**config.mk**
```make
export PLATFORM = sky130hd
export DESIGN_NAME = vacs_target
export DESIGN_NICKNAME = d
export VERILOG_FILES = /design/src/verilog/vacs_pkg.sv /design/src/verilog/vacs_target.sv /design/src/verilog/vacs_sync.sv
export SDC_FILE = /design/constraint.sdc
export NUM_CORES = 1
export LEC_CHECK = 0
export BUFFER_PORTS_ARGS = -buffer_cell sky130_fd_sc_hd__buf_2
export CORE_MARGIN = 5
export CORE_UTILIZATION = 40
export DETAILED_ROUTE_END_ITERATION = 8
export GPL_TIMING_DRIVEN = 0
export SKIP_CTS_REPAIR_TIMING = 1
export SLEW_MARGIN = 20
export SYNTH_ARGS = -nofsm -noshare
export SYNTH_HDL_FRONTEND = slang
export SYNTH_SLANG_ARGS = --single-unit
```
**constraint.sdc**
```tcl
create_clock -name clk_sys -period 2.1 [get_ports clk_sys]
set_input_delay 0.105 -clock clk_sys [delete_from_list [all_inputs] [get_ports clk_sys]]
set_output_delay 0.105 -clock clk_sys [all_outputs]
set_load 0.03 [all_outputs]
```
**src/verilog/vacs_pkg.sv**
```systemverilog
// Package for the volume addressing and chain select block.
package vacs_pkg;
    // Command opcodes seen on the command bus.
    localparam logic [7:0] CMD_RESET = 8'hff;
    localparam logic [7:0] CMD_HARD_RESET = 8'hfd;
    localparam logic [7:0] CMD_READ_STATUS = 8'h70;
    localparam logic [7:0] CMD_SET_FEATURES = 8'hef;
    localparam logic [7:0] CMD_VOLUME_SELECT = 8'he1;
    // Feature address that appoints the volume address.
    localparam logic [7:0] FEAT_VOLUME_CFG = 8'h58;
    // Clock rate and timing figures.
    localparam int CLK_PERIOD_NS = 100;
    localparam int SELECT_HIGH_TIME_NS = 100;
    localparam int SELECT_HIGH_CYCLES = (SELECT_HIGH_TIME_NS + CLK_PERIOD_NS - 1) / CLK_PERIOD_NS;
    localparam int SELECT_LOW_MIN_NS = 100;
    localparam int SELECT_LOW_CYCLES = (SELECT_LOW_MIN_NS + CLK_PERIOD_NS - 1) / CLK_PERIOD_NS;
    localparam int FEATURE_BUSY_TIME_NS = 1000;
    localparam int FEATURE_BUSY_CYCLES = FEATURE_BUSY_TIME_NS / CLK_PERIOD_NS;
    localparam logic [3:0] VOL_ADDR_RESET = 4'h0;
    // Command decode stages.
    typedef enum logic [1:0] {
        VACS_IDLE = 2'b00,
        VACS_FEAT_ADDR = 2'b01,
        VACS_FEAT_DATA = 2'b11,
        VACS_VSEL_ADDR = 2'b10
    } vacs_cmd_state_type;
endpackage : vacs_pkg

```
**src/verilog/vacs_target.sv**
```systemverilog
// Chain select and volume addressing logic of one flash target.
module vacs_target
    import vacs_pkg::*;
#(
    parameter int VOL_W = 4
) (
    input wire logic clk_sys,
    input wire logic rst,
    input wire logic chip_sel_n,
    input wire logic chain_enable_in,
    input wire logic cmd_latch,
    input wire logic addr_latch,
    input wire logic data_latch,
    input wire logic [7:0] bus_in,
    input wire logic is_terminator,
    output logic chain_enable_out,
    output logic chain_enable_out_oe,
    output logic target_selected,
    output logic cmd_accept,
    output logic appointed,
    output logic sequential_init,
    output logic feature_busy,
    output logic [VOL_W-1:0] volume_address
);
    logic cs_n_s, en_s;
    logic appointed_q, appointed_d;
    logic [VOL_W-1:0] vol_q, vol_d, last_vsel_q, last_vsel_d;
    logic sel_q, sel_d, prev_sel_q, prev_sel_d;
    logic first_q, first_d, seq_q, seq_d, fresh_cs_q, fresh_cs_d;
    logic [7:0] high_cnt_q, high_cnt_d, busy_cnt_q, busy_cnt_d;
    vacs_cmd_state_type st_q, st_d;
    logic feat_vol_q, feat_vol_d;
    logic eo_q, eo_d, eoe_q, eoe_d, acc_q, acc_d, busy_q, busy_d;
    logic gate, cmd_ok, cs_fall, sel_eff;
    logic cs_prev_q;

    localparam logic [VOL_W-1:0] VACS_VOL_RESET = VOL_W'(VOL_ADDR_RESET);

    // Chip-select and chain enable come from pins and are synchronised.
    // Each synchroniser resets to its pin's idle level.
    vacs_sync #(
        .RST_LEVEL(1'b1)
    ) u_sync_cs (
        .clk_sys(clk_sys),
        .rst(rst),
        .pin_in(chip_sel_n),
        .level_out(cs_n_s)
    );
    vacs_sync #(
        .RST_LEVEL(1'b0)
    ) u_sync_en (
        .clk_sys(clk_sys),
        .rst(rst),
        .pin_in(chain_enable_in),
        .level_out(en_s)
    );

    // Once appointed the chain input no longer gates commands.
    assign gate = !cs_n_s && (appointed_q || en_s);
    // A fresh select low judges its first command by the last volume select.
    assign sel_eff = (fresh_cs_q && appointed_q && bus_in != CMD_VOLUME_SELECT)
        ? (last_vsel_q == vol_q) : sel_q;
    // Volume select itself must pass, or a deselected target could never return.
    assign cmd_ok = gate && (busy_cnt_q == 8'h00)
        && (!appointed_q || sel_eff || bus_in == CMD_VOLUME_SELECT);
    assign cs_fall = cs_prev_q && !cs_n_s;

    // Next-state logic for appointment, selection and decode.
    always_comb begin
        appointed_d = appointed_q;
        vol_d = vol_q;
        last_vsel_d = last_vsel_q;
        sel_d = sel_q;
        prev_sel_d = prev_sel_q;
        first_d = first_q;
        seq_d = seq_q;
        fresh_cs_d = fresh_cs_q;
        st_d = st_q;
        feat_vol_d = feat_vol_q;
        busy_cnt_d = (busy_cnt_q != 8'h00) ? busy_cnt_q - 8'h01 : 8'h00;
        high_cnt_d = cs_n_s ? ((high_cnt_q != 8'hff) ? high_cnt_q + 8'h01 : high_cnt_q) : 8'h00;
        acc_d = 1'b0;
        // Select high for the select high time restores earlier state.
        if (high_cnt_q == 8'(SELECT_HIGH_CYCLES - 1) && cs_n_s) begin
            sel_d = prev_sel_q;
            st_d = VACS_IDLE;
        end
        // On select fall a deselected appointed target stays deselected unless it is a terminator; other appointed targets are selected.
        if (cs_fall && appointed_q) begin
            prev_sel_d = sel_q;
            sel_d = 1'b1;
            fresh_cs_d = 1'b1;
            if (!sel_q && !is_terminator) begin
                sel_d = 1'b0;
            end
        end
        // The first command after a select fall settles reversion, taken or not.
        if (cmd_latch && gate && fresh_cs_q) begin
            fresh_cs_d = 1'b0;
            if (appointed_q && bus_in != CMD_VOLUME_SELECT) begin
                sel_d = sel_eff;
            end
        end
        if (cmd_latch && cmd_ok) begin
            acc_d = 1'b1;
            st_d = VACS_IDLE;
            if (first_q) begin
                first_d = 1'b0;
                seq_d = (bus_in == CMD_READ_STATUS);
            end
            unique case (bus_in)
                CMD_SET_FEATURES: st_d = VACS_FEAT_ADDR;
                CMD_VOLUME_SELECT: st_d = VACS_VSEL_ADDR;
                default: st_d = VACS_IDLE;  // Reset and hard reset keep volume state.
            endcase
        end else if (addr_latch && gate) begin
            unique case (st_q)
                VACS_FEAT_ADDR: begin
                    feat_vol_d = (bus_in == FEAT_VOLUME_CFG);
                    st_d = VACS_FEAT_DATA;
                end
                VACS_VSEL_ADDR: begin
                    last_vsel_d = bus_in[VOL_W-1:0];
                    sel_d = appointed_q && (bus_in[VOL_W-1:0] == vol_q);
                    prev_sel_d = sel_d;
                    st_d = VACS_IDLE;
                end
                default: st_d = VACS_IDLE;
            endcase
        end else if (data_latch && gate && st_q == VACS_FEAT_DATA) begin
            // First parameter byte carries the volume address.
            if (feat_vol_q && !appointed_q) begin
                vol_d = bus_in[VOL_W-1:0];
                appointed_d = 1'b1;
                sel_d = 1'b0;
                prev_sel_d = 1'b0;
                busy_cnt_d = 8'(FEATURE_BUSY_CYCLES);
            end
            st_d = VACS_IDLE;
        end
    end

    // Chain output: low at power-on, high once appointed, off when idle.
    // Next values are used so the output rises in the cycle the busy time ends.
    always_comb begin
        eoe_d = !cs_n_s;
        eo_d = appointed_d && (busy_cnt_d == 8'h00);
        busy_d = (busy_cnt_d != 8'h00);
    end

    // Only power-on reset clears appointment and address.
    always_ff @(posedge clk_sys or posedge rst) begin
        if (rst) begin
            appointed_q <= 1'b0;
            vol_q <= VACS_VOL_RESET;
            last_vsel_q <= VACS_VOL_RESET;
            sel_q <= 1'b0;
            prev_sel_q <= 1'b0;
            first_q <= 1'b1;
            seq_q <= 1'b0;
            fresh_cs_q <= 1'b0;
            st_q <= VACS_IDLE;
            feat_vol_q <= 1'b0;
            busy_cnt_q <= 8'h00;
            high_cnt_q <= 8'h00;
            busy_q <= 1'b0;
            eo_q <= 1'b0;
            eoe_q <= 1'b0;
            acc_q <= 1'b0;
            cs_prev_q <= 1'b1;
        end else begin
            appointed_q <= appointed_d;
            vol_q <= vol_d;
            last_vsel_q <= last_vsel_d;
            sel_q <= sel_d;
            prev_sel_q <= prev_sel_d;
            first_q <= first_d;
            seq_q <= seq_d;
            fresh_cs_q <= fresh_cs_d;
            st_q <= st_d;
            feat_vol_q <= feat_vol_d;
            busy_cnt_q <= busy_cnt_d;
            high_cnt_q <= high_cnt_d;
            busy_q <= busy_d;
            eo_q <= eo_d;
            eoe_q <= eoe_d;
            acc_q <= acc_d;
            cs_prev_q <= cs_n_s;
        end
    end

    assign chain_enable_out = eo_q;
    assign chain_enable_out_oe = eoe_q;
    assign target_selected = sel_q;
    assign cmd_accept = acc_q;
    assign appointed = appointed_q;
    assign sequential_init = seq_q;
    assign feature_busy = busy_q;
    assign volume_address = vol_q;

    // Commands are never accepted while the chain input gates them off.
    AST_GATE: assert property (@(posedge clk_sys) disable iff (rst)
        (cmd_latch && !appointed_q && !en_s) |=> !acc_q)
        else $error("Command accepted with chain enable low.");

    AST_APPOINT_OUT: assert property (@(posedge clk_sys) disable iff (rst)
        ($rose(appointed_q) && !cs_n_s) |-> ##[1:20] eo_q)
        else $error("Chain output not raised after appointment.");

    AST_DESEL: assert property (@(posedge clk_sys) disable iff (rst)
        $rose(appointed_q) |-> !sel_q)
        else $error("Target still selected after appointment.");

    AST_KEEP: assert property (@(posedge clk_sys) disable iff (rst)
        appointed_q |=> appointed_q && $stable(vol_q))
        else $error("Volume appointment lost without power cycle.");

    AST_POWERON_LOW: assert property (@(posedge clk_sys) disable iff (rst)
        !appointed_q |-> !eo_q)
        else $error("Chain output high before appointment.");

    AST_FLOAT: assert property (@(posedge clk_sys) disable iff (rst)
        cs_n_s [*2] |-> !eoe_q)
        else $error("Chain output driven while deselected.");

    AST_VSEL: assert property (@(posedge clk_sys) disable iff (rst)
        (addr_latch && gate && st_q == VACS_VSEL_ADDR && appointed_q && !cmd_latch
         && bus_in[VOL_W-1:0] == vol_q) |=> sel_q)
        else $error("Matching volume select did not select target.");

    AST_SEQ: assert property (@(posedge clk_sys) disable iff (rst)
        (first_q && cmd_latch && cmd_ok && bus_in == CMD_READ_STATUS) |=> seq_q)
        else $error("Leading status not taken as sequential init.");
endmodule : vacs_target

```
**src/verilog/vacs_sync.sv**
```systemverilog
// Three-stage synchroniser with agreement filter for a pin input.
module vacs_sync #(
    parameter logic RST_LEVEL = 1'b0
) (
    input wire logic clk_sys,
    input wire logic rst,
    input wire logic pin_in,
    output logic level_out
);
    logic s1_q, s2_q, s3_q, lvl_q, lvl_d;

    // A change is accepted once the second and third stages agree.
    always_comb begin
        lvl_d = lvl_q;
        if (s2_q == s3_q) begin
            lvl_d = s2_q;
        end
    end

    // The first stage feeds only the second one.
    // Resetting to the pin's idle level keeps a false edge from following reset.
    always_ff @(posedge clk_sys or posedge rst) begin
        if (rst) begin
            s1_q <= RST_LEVEL;
            s2_q <= RST_LEVEL;
            s3_q <= RST_LEVEL;
            lvl_q <= RST_LEVEL;
        end else begin
            s1_q <= pin_in;
            s2_q <= s1_q;
            s3_q <= s2_q;
            lvl_q <= lvl_d;
        end
    end

    assign level_out = lvl_q;
endmodule : vacs_sync

```
### Word level (Yosys, flattened, before mapping)

Cells that the tools add are included.

| storage, ports and cells | value |
|---|---|
| bits in registers | 46 |
| word-level logic and storage cells | 117 |

| cells by class | value |
|---|---|
| $add $sub $neg | 2 |
| equality and inequality tests | 14 |
| muxes and demuxes | 37 |
| bitwise operators | 2 |
| reductions and logical operators | 37 |

Operator list:

| kind | number |
|---|---|
| $mux 8 | 7 |
| $logic_not 8->1 | 3 |
| $mux 1 | 24 |
| $logic_and 1x1->1 | 19 |
| $eq 8x7->1 const B | 2 |
| $eq 8x8->1 const B | 2 |
| $ne 8x8->1 const B | 2 |
| $reduce_bool 8->1 | 2 |
| $mux 2 | 5 |
| $add 8x1->8 const B | 1 |
| $eq 4x4->1 | 2 |
| $sub 8x1->8 const B | 1 |
| $reduce_and 3->1 | 2 |
| $eq 2x2->1 const B | 2 |
| $logic_not 1->1 | 4 |
| $pmux 2 s2 | 1 |
| $reduce_and 4->1 | 1 |
| $reduce_bool 4->1 | 1 |
| $logic_or 1x1->1 | 3 |
| $eq 1x1->1 | 2 |
| $eq 2x1->1 const B | 1 |
| $ne 2x2->1 const B | 1 |
| $not 1->1 | 2 |
| $reduce_and 2->1 | 1 |
| $reduce_bool 2->1 | 1 |

### Depth between registers and ports, before layout

| depth | value |
|---|---|
| word-level depth | 10 |
| depth in mapped cells | 7 |
| depth with buffers taken out | 7 |

### Modules after synthesis

Synthesis repeated with hierarchy kept, for this count alone.

| second synthesis, totals | value |
|---|---|
| cells, all modules | 204 |
| area total of the unflattened synthesis | 2,285.9 um^2 |

Modules (own cells, without submodules):

| module | instances | cells an instance | area each (um^2) | seq. area each (um^2) |
|---|---|---|---|---|
| vacs_target | 1 | 192 | 2,050.7 | 953.4 |
| vacs_sync at u_sync_cs | 1 | 6 | 120.1 | 105.1 |
| vacs_sync at u_sync_en | 1 | 6 | 115.1 | 100.1 |

### Least setup slack after synthesis

OpenSTA, ideal clock, no wires.

| path | value |
|---|---|
| path kind | register to register |
| start point | register busy_cnt_q[0] |
| end point | register feat_vol_q |
| data arrival time | 2,014 ps |
| slack | -41 ps |
| cell stages (with the launch flop) | 7 |
| clock period less this slack | 2,141 ps |
| path through | dfrtp_1 inv_1 ha_1 or3b_4 or4_4 o31ai_2 mux2_1 |

| on the way | value |
|---|---|
| word-level cells in the longest chain between the ends | 6 |

RTL lines:

| element | line | RTL |
|---|---|---|
| start: declaration | vacs_target.sv:30 | `logic [7:0] high_cnt_q, high_cnt_d, busy_cnt_q, busy_cnt_d;` |
| start signal: assignment | vacs_target.sv:182 | `busy_cnt_q <= busy_cnt_d;` |
| $logic_not 8->1 | vacs_target.sv:64 | `assign cmd_ok = gate && (busy_cnt_q == 8'h00)` |
| $logic_and 1x1->1 | vacs_target.sv:64 |  |
| $logic_and 1x1->1 | vacs_target.sv:65 | `&& (!appointed_q \|\| sel_eff \|\| bus_in == CMD_VOLUME_SELECT);` |
| $logic_and 1x1->1 | vacs_target.sv:104 | `if (cmd_latch && cmd_ok) begin` |
| $not 1->1 (no source line) | -- |  |
| $reduce_and 3->1 (no source line) | -- |  |
| end signal: assignment | vacs_target.sv:181 | `feat_vol_q <= feat_vol_d;` |
| end: declaration | vacs_target.sv:32 | `logic feat_vol_q, feat_vol_d;` |

No other way between the ends.
A chain may end at the register's enable or synchronous reset.

### Worst setup path in the final report

Same ends and word-level chain as after synthesis.

==> metrics.cfg <==
[pwr]
sw_frac_of_total_pct = 28.0
vdd_ir_drop_max_uv = 438
power.internal_mw = 1.31
p_switching_mw = 0.510
pwr-share-comb_pct = 14.5
p_clk_share_pct = 31.8
pwr-share-seq_pct = 53.7
powerDensity_nw_per_um2 = 663
p_total_mw = 1.82
power_leakage_nw = 1.25

[layout]
fillers = 523
syn_to_final_growth_pct = 20.8
n_antenna_cell = 0
final_nets = 266
instances_no_fill = 320
drive_gt1_share_pct = 31.9

[grt]
grt_pass1_vias = 1643
track_usage_pct = 13.5
antenna_found_initial = 0
grt_max_degree = 31
overflow = 0
grt_pass1_wl_mm = 7.83

[outcome]
violations = negative setup slack
outcome = complete, but fails checks

[synthesis]
synth_cells = 206
synth_edf_count = 0
yosysUniqueCellTypes = 51
ys.flop_type = dfrtp_1
syn_avg_cell_area_um2 = 11.0
ys_seq_area_share_pct = 51.0
yosys_warnings = 0
syn_area_um2 = 2270
synth_nets = 225
synth_seq_cells = 46
synthArstFlopShare_pct = 100

[clocking]
clockBufferDepth = 2
clk_latency_ns = 0.30
root_buffer = clkbuf_8
clock-sinks = 46
cts_tree = yes
htree_levels = 2
cts_inserted_buffers = 5
clkTransAtPathRegs_ns = 0.09

[placed_design]
port_buffers = 26
pre_cts_ws_ns = -0.256
dp_hpwl_mm = 3.35
place.gp.congestion = 0.835
dp.cells = 305

[flow_run]
maxCapViolations = 0

[detailed_routing]
wl_met1_mm = 2.25
firstDrtPassIters = 4
wirelength_mm = 4.63
ant_nets = 0
num_vias = 1653
detail_route.wl_per_cell_um = 14.5
initialDrtViolationCount = 63
routed-wl-met2_mm = 2.10
drc = 0
wl_met3_um = 199
top_layer_used = met4
vias_per_cell = 5.17

[floorplanning]
die-area_um2 = 7290
row_count = 27
die_h_um = 85.4
start_util_pct = 41.3
io_pins = 27
core_area_um2 = 5510
die_w_um = 85.4

[setup_path]
cp_slowest_cell = or4_4
worst-r2r-cell-count = 6
slowest_delay_ns = 0.45
required_ns = 2.30
worst-setup-path-type = flip-flop to flip-flop
endpoint_kind = flip-flop
worst_setup_path_start_kind = flip-flop
crit_fanout = 4
crit_chain = inv_2, ha_4, or3b_4, or4_4, o31ai_4, mux2_4
crit_arrival_ns = 2.36

[hold_path]
holdPathStages = 2
worstHoldPathType = input pin to flip-flop

[sta]
finalWorstSetupSlack_ns = -0.0637
fin_crit_ns = 2.16
tns_ns = -0.0637
period_share_pct = 103
rsz0062_at_grt = true
timing.slew.headroom_pct = 64.3
maxSlewViolCount = 0
setup_viol = 1
fin_worst_skew_ns = 0.00687
worst_slew_pin_slew_ns = 0.531
hold_viol_final = 0
fmax_mhz = 462

cell type report:
class | count | area (um2) | area share [%]
sequential | 46 | 1160 | 42.2
multi-input combinational | 148 | 1140 | 41.6
timing repair buffer | 35 | 218 | 7.93
tap | 72 | 90.1 | 3.28
clock buffer | 6 | 82.6 | 3.01
inverter | 10 | 37.5 | 1.37
clock inverter | 2 | 12.5 | 0.456
buffer | 1 | 5.00 | 0.182
critical path: cells and delay by family, from the launching register on:
kind	cells	cell delay (ns)
AOI/OAI and AO/OA	1	0.25
adders and majority gates	1	0.13
buffers and inverters	1	0.08
DFF	1	0.42
muxes	1	0.32
and+or+nand+nor	2	0.86
routing by layer:
metal	GRT usage, %	vias up
met1	19.0	793
met3	3.69	6
met2	20.1	27
li1	-	827
met4	4.60	0
met5	0	-
power by group through the flow:
| stage | Sequential, mW | Clock (mW) | Combinational, mW |
|---|---|---|---|
| 2_1_floorplan | 1.01 | 0 | 0.163 |
| 3_3_place_gp | 0.989 | 0 | 0.258 |
| 3_5_place_dp | 0.990 | 0 | 0.265 |
| 4_1_cts | 0.973 | 0.592 | 0.266 |
| 5_1_grt | 0.986 | 0.625 | 0.299 |
| 6_report | 0.978 | 0.579 | 0.265 |
placed cells by master, fill, tap and decap left out, types with 7 or more instances in the layout:
cell type | Yosys | routed
inv_1 | 10 | 7
nand2_1 | 15 | 13
nor3_1 | 8 | 7
buf_2 | 1 | 26
xor2_1 | 8 | 8
dfrtp_1 | 40 | 40
mux2_2 | 8 | 8
nor2_1 | 19 | 18
xnor2_1 | 8 | 8
cell usage after synthesis, drive strengths merged (2+ instances only):
| master | count | area (um2) |
|---|---|---|
| mux2 | 9 | 101 |
| dfstp | 6 | 158 |
| and4 | 2 | 17.5 |
| nor3 | 8 | 40.0 |
| nand4 | 2 | 12.5 |
| or2 | 3 | 18.8 |
| o31ai | 4 | 35.0 |
| o211ai | 2 | 15.0 |
| and4b | 3 | 30.0 |
| maj3 | 2 | 20.0 |
| ha | 3 | 37.5 |
| a21o | 4 | 30.0 |
| nor4 | 4 | 46.3 |
| and2 | 3 | 21.3 |
| a21oi | 6 | 30.0 |
| nor3b | 2 | 15.0 |
| inv | 10 | 37.5 |
| or4b | 2 | 20.0 |
| nor4b | 4 | 35.0 |
| xor2 | 8 | 70.1 |
| xnor2 | 8 | 70.1 |
| o211a | 2 | 20.0 |
| nor2 | 19 | 71.3 |
| nand2 | 16 | 62.6 |
| nand4b | 2 | 17.5 |
| o21ai | 6 | 30.0 |
| dfrtp | 40 | 1000 |
| nand3 | 4 | 20.0 |
| mux2i | 6 | 60.1 |
final timing paths:
check,end,from,slack [ns]
max,feat_vol_q,busy_cnt_q[0],-0.06
min,volume_address[0],bus_in[0],0.10
max reg2reg,feat_vol_q,busy_cnt_q[0],-0.06
min reg2reg,u_sync_en.s2_q,u_sync_en.s1_q,0.36
max in group asynchronous,u_sync_cs.s3_q,rst,1.23
min in group asynchronous,feature_busy,rst,0.31
through the flow:
stage | hold WS (ns) | instance area (um2) | util [%]
2_1_floorplan | 0.109 | 2280 | -
3_3_place_gp | 0.211 | 2500 | 45.3
3_5_place_dp | 0.111 | 2520 | 45.7
4_1_cts | -0.222 | 2610 | 47.4
5_1_grt | 0.122 | 2750 | 49.9
6_report | 0.101 | 2750 | 49.9
state kept, by name, indices dropped and copies added, names as in the netlist, 2 cells and up:
register	cells
st_q	2
volume_address	4
busy_cnt_q	8
high_cnt_q	8
last_vsel_q	4
cell families after synthesis:
kind of cell | after synthesis | synth area share (%)
AO/OA/AOI/OAI | 31 | 9.63
XOR/XNOR | 16 | 6.16
adder cells (fa/ha/maj) | 5 | 2.53
buffers and inverters | 12 | 2.09
flip-flops | 46 | 51.0
multiplexers | 15 | 7.10
AND/OR/NAND/NOR | 81 | 21.5
(Power assumes the default switching activity.)
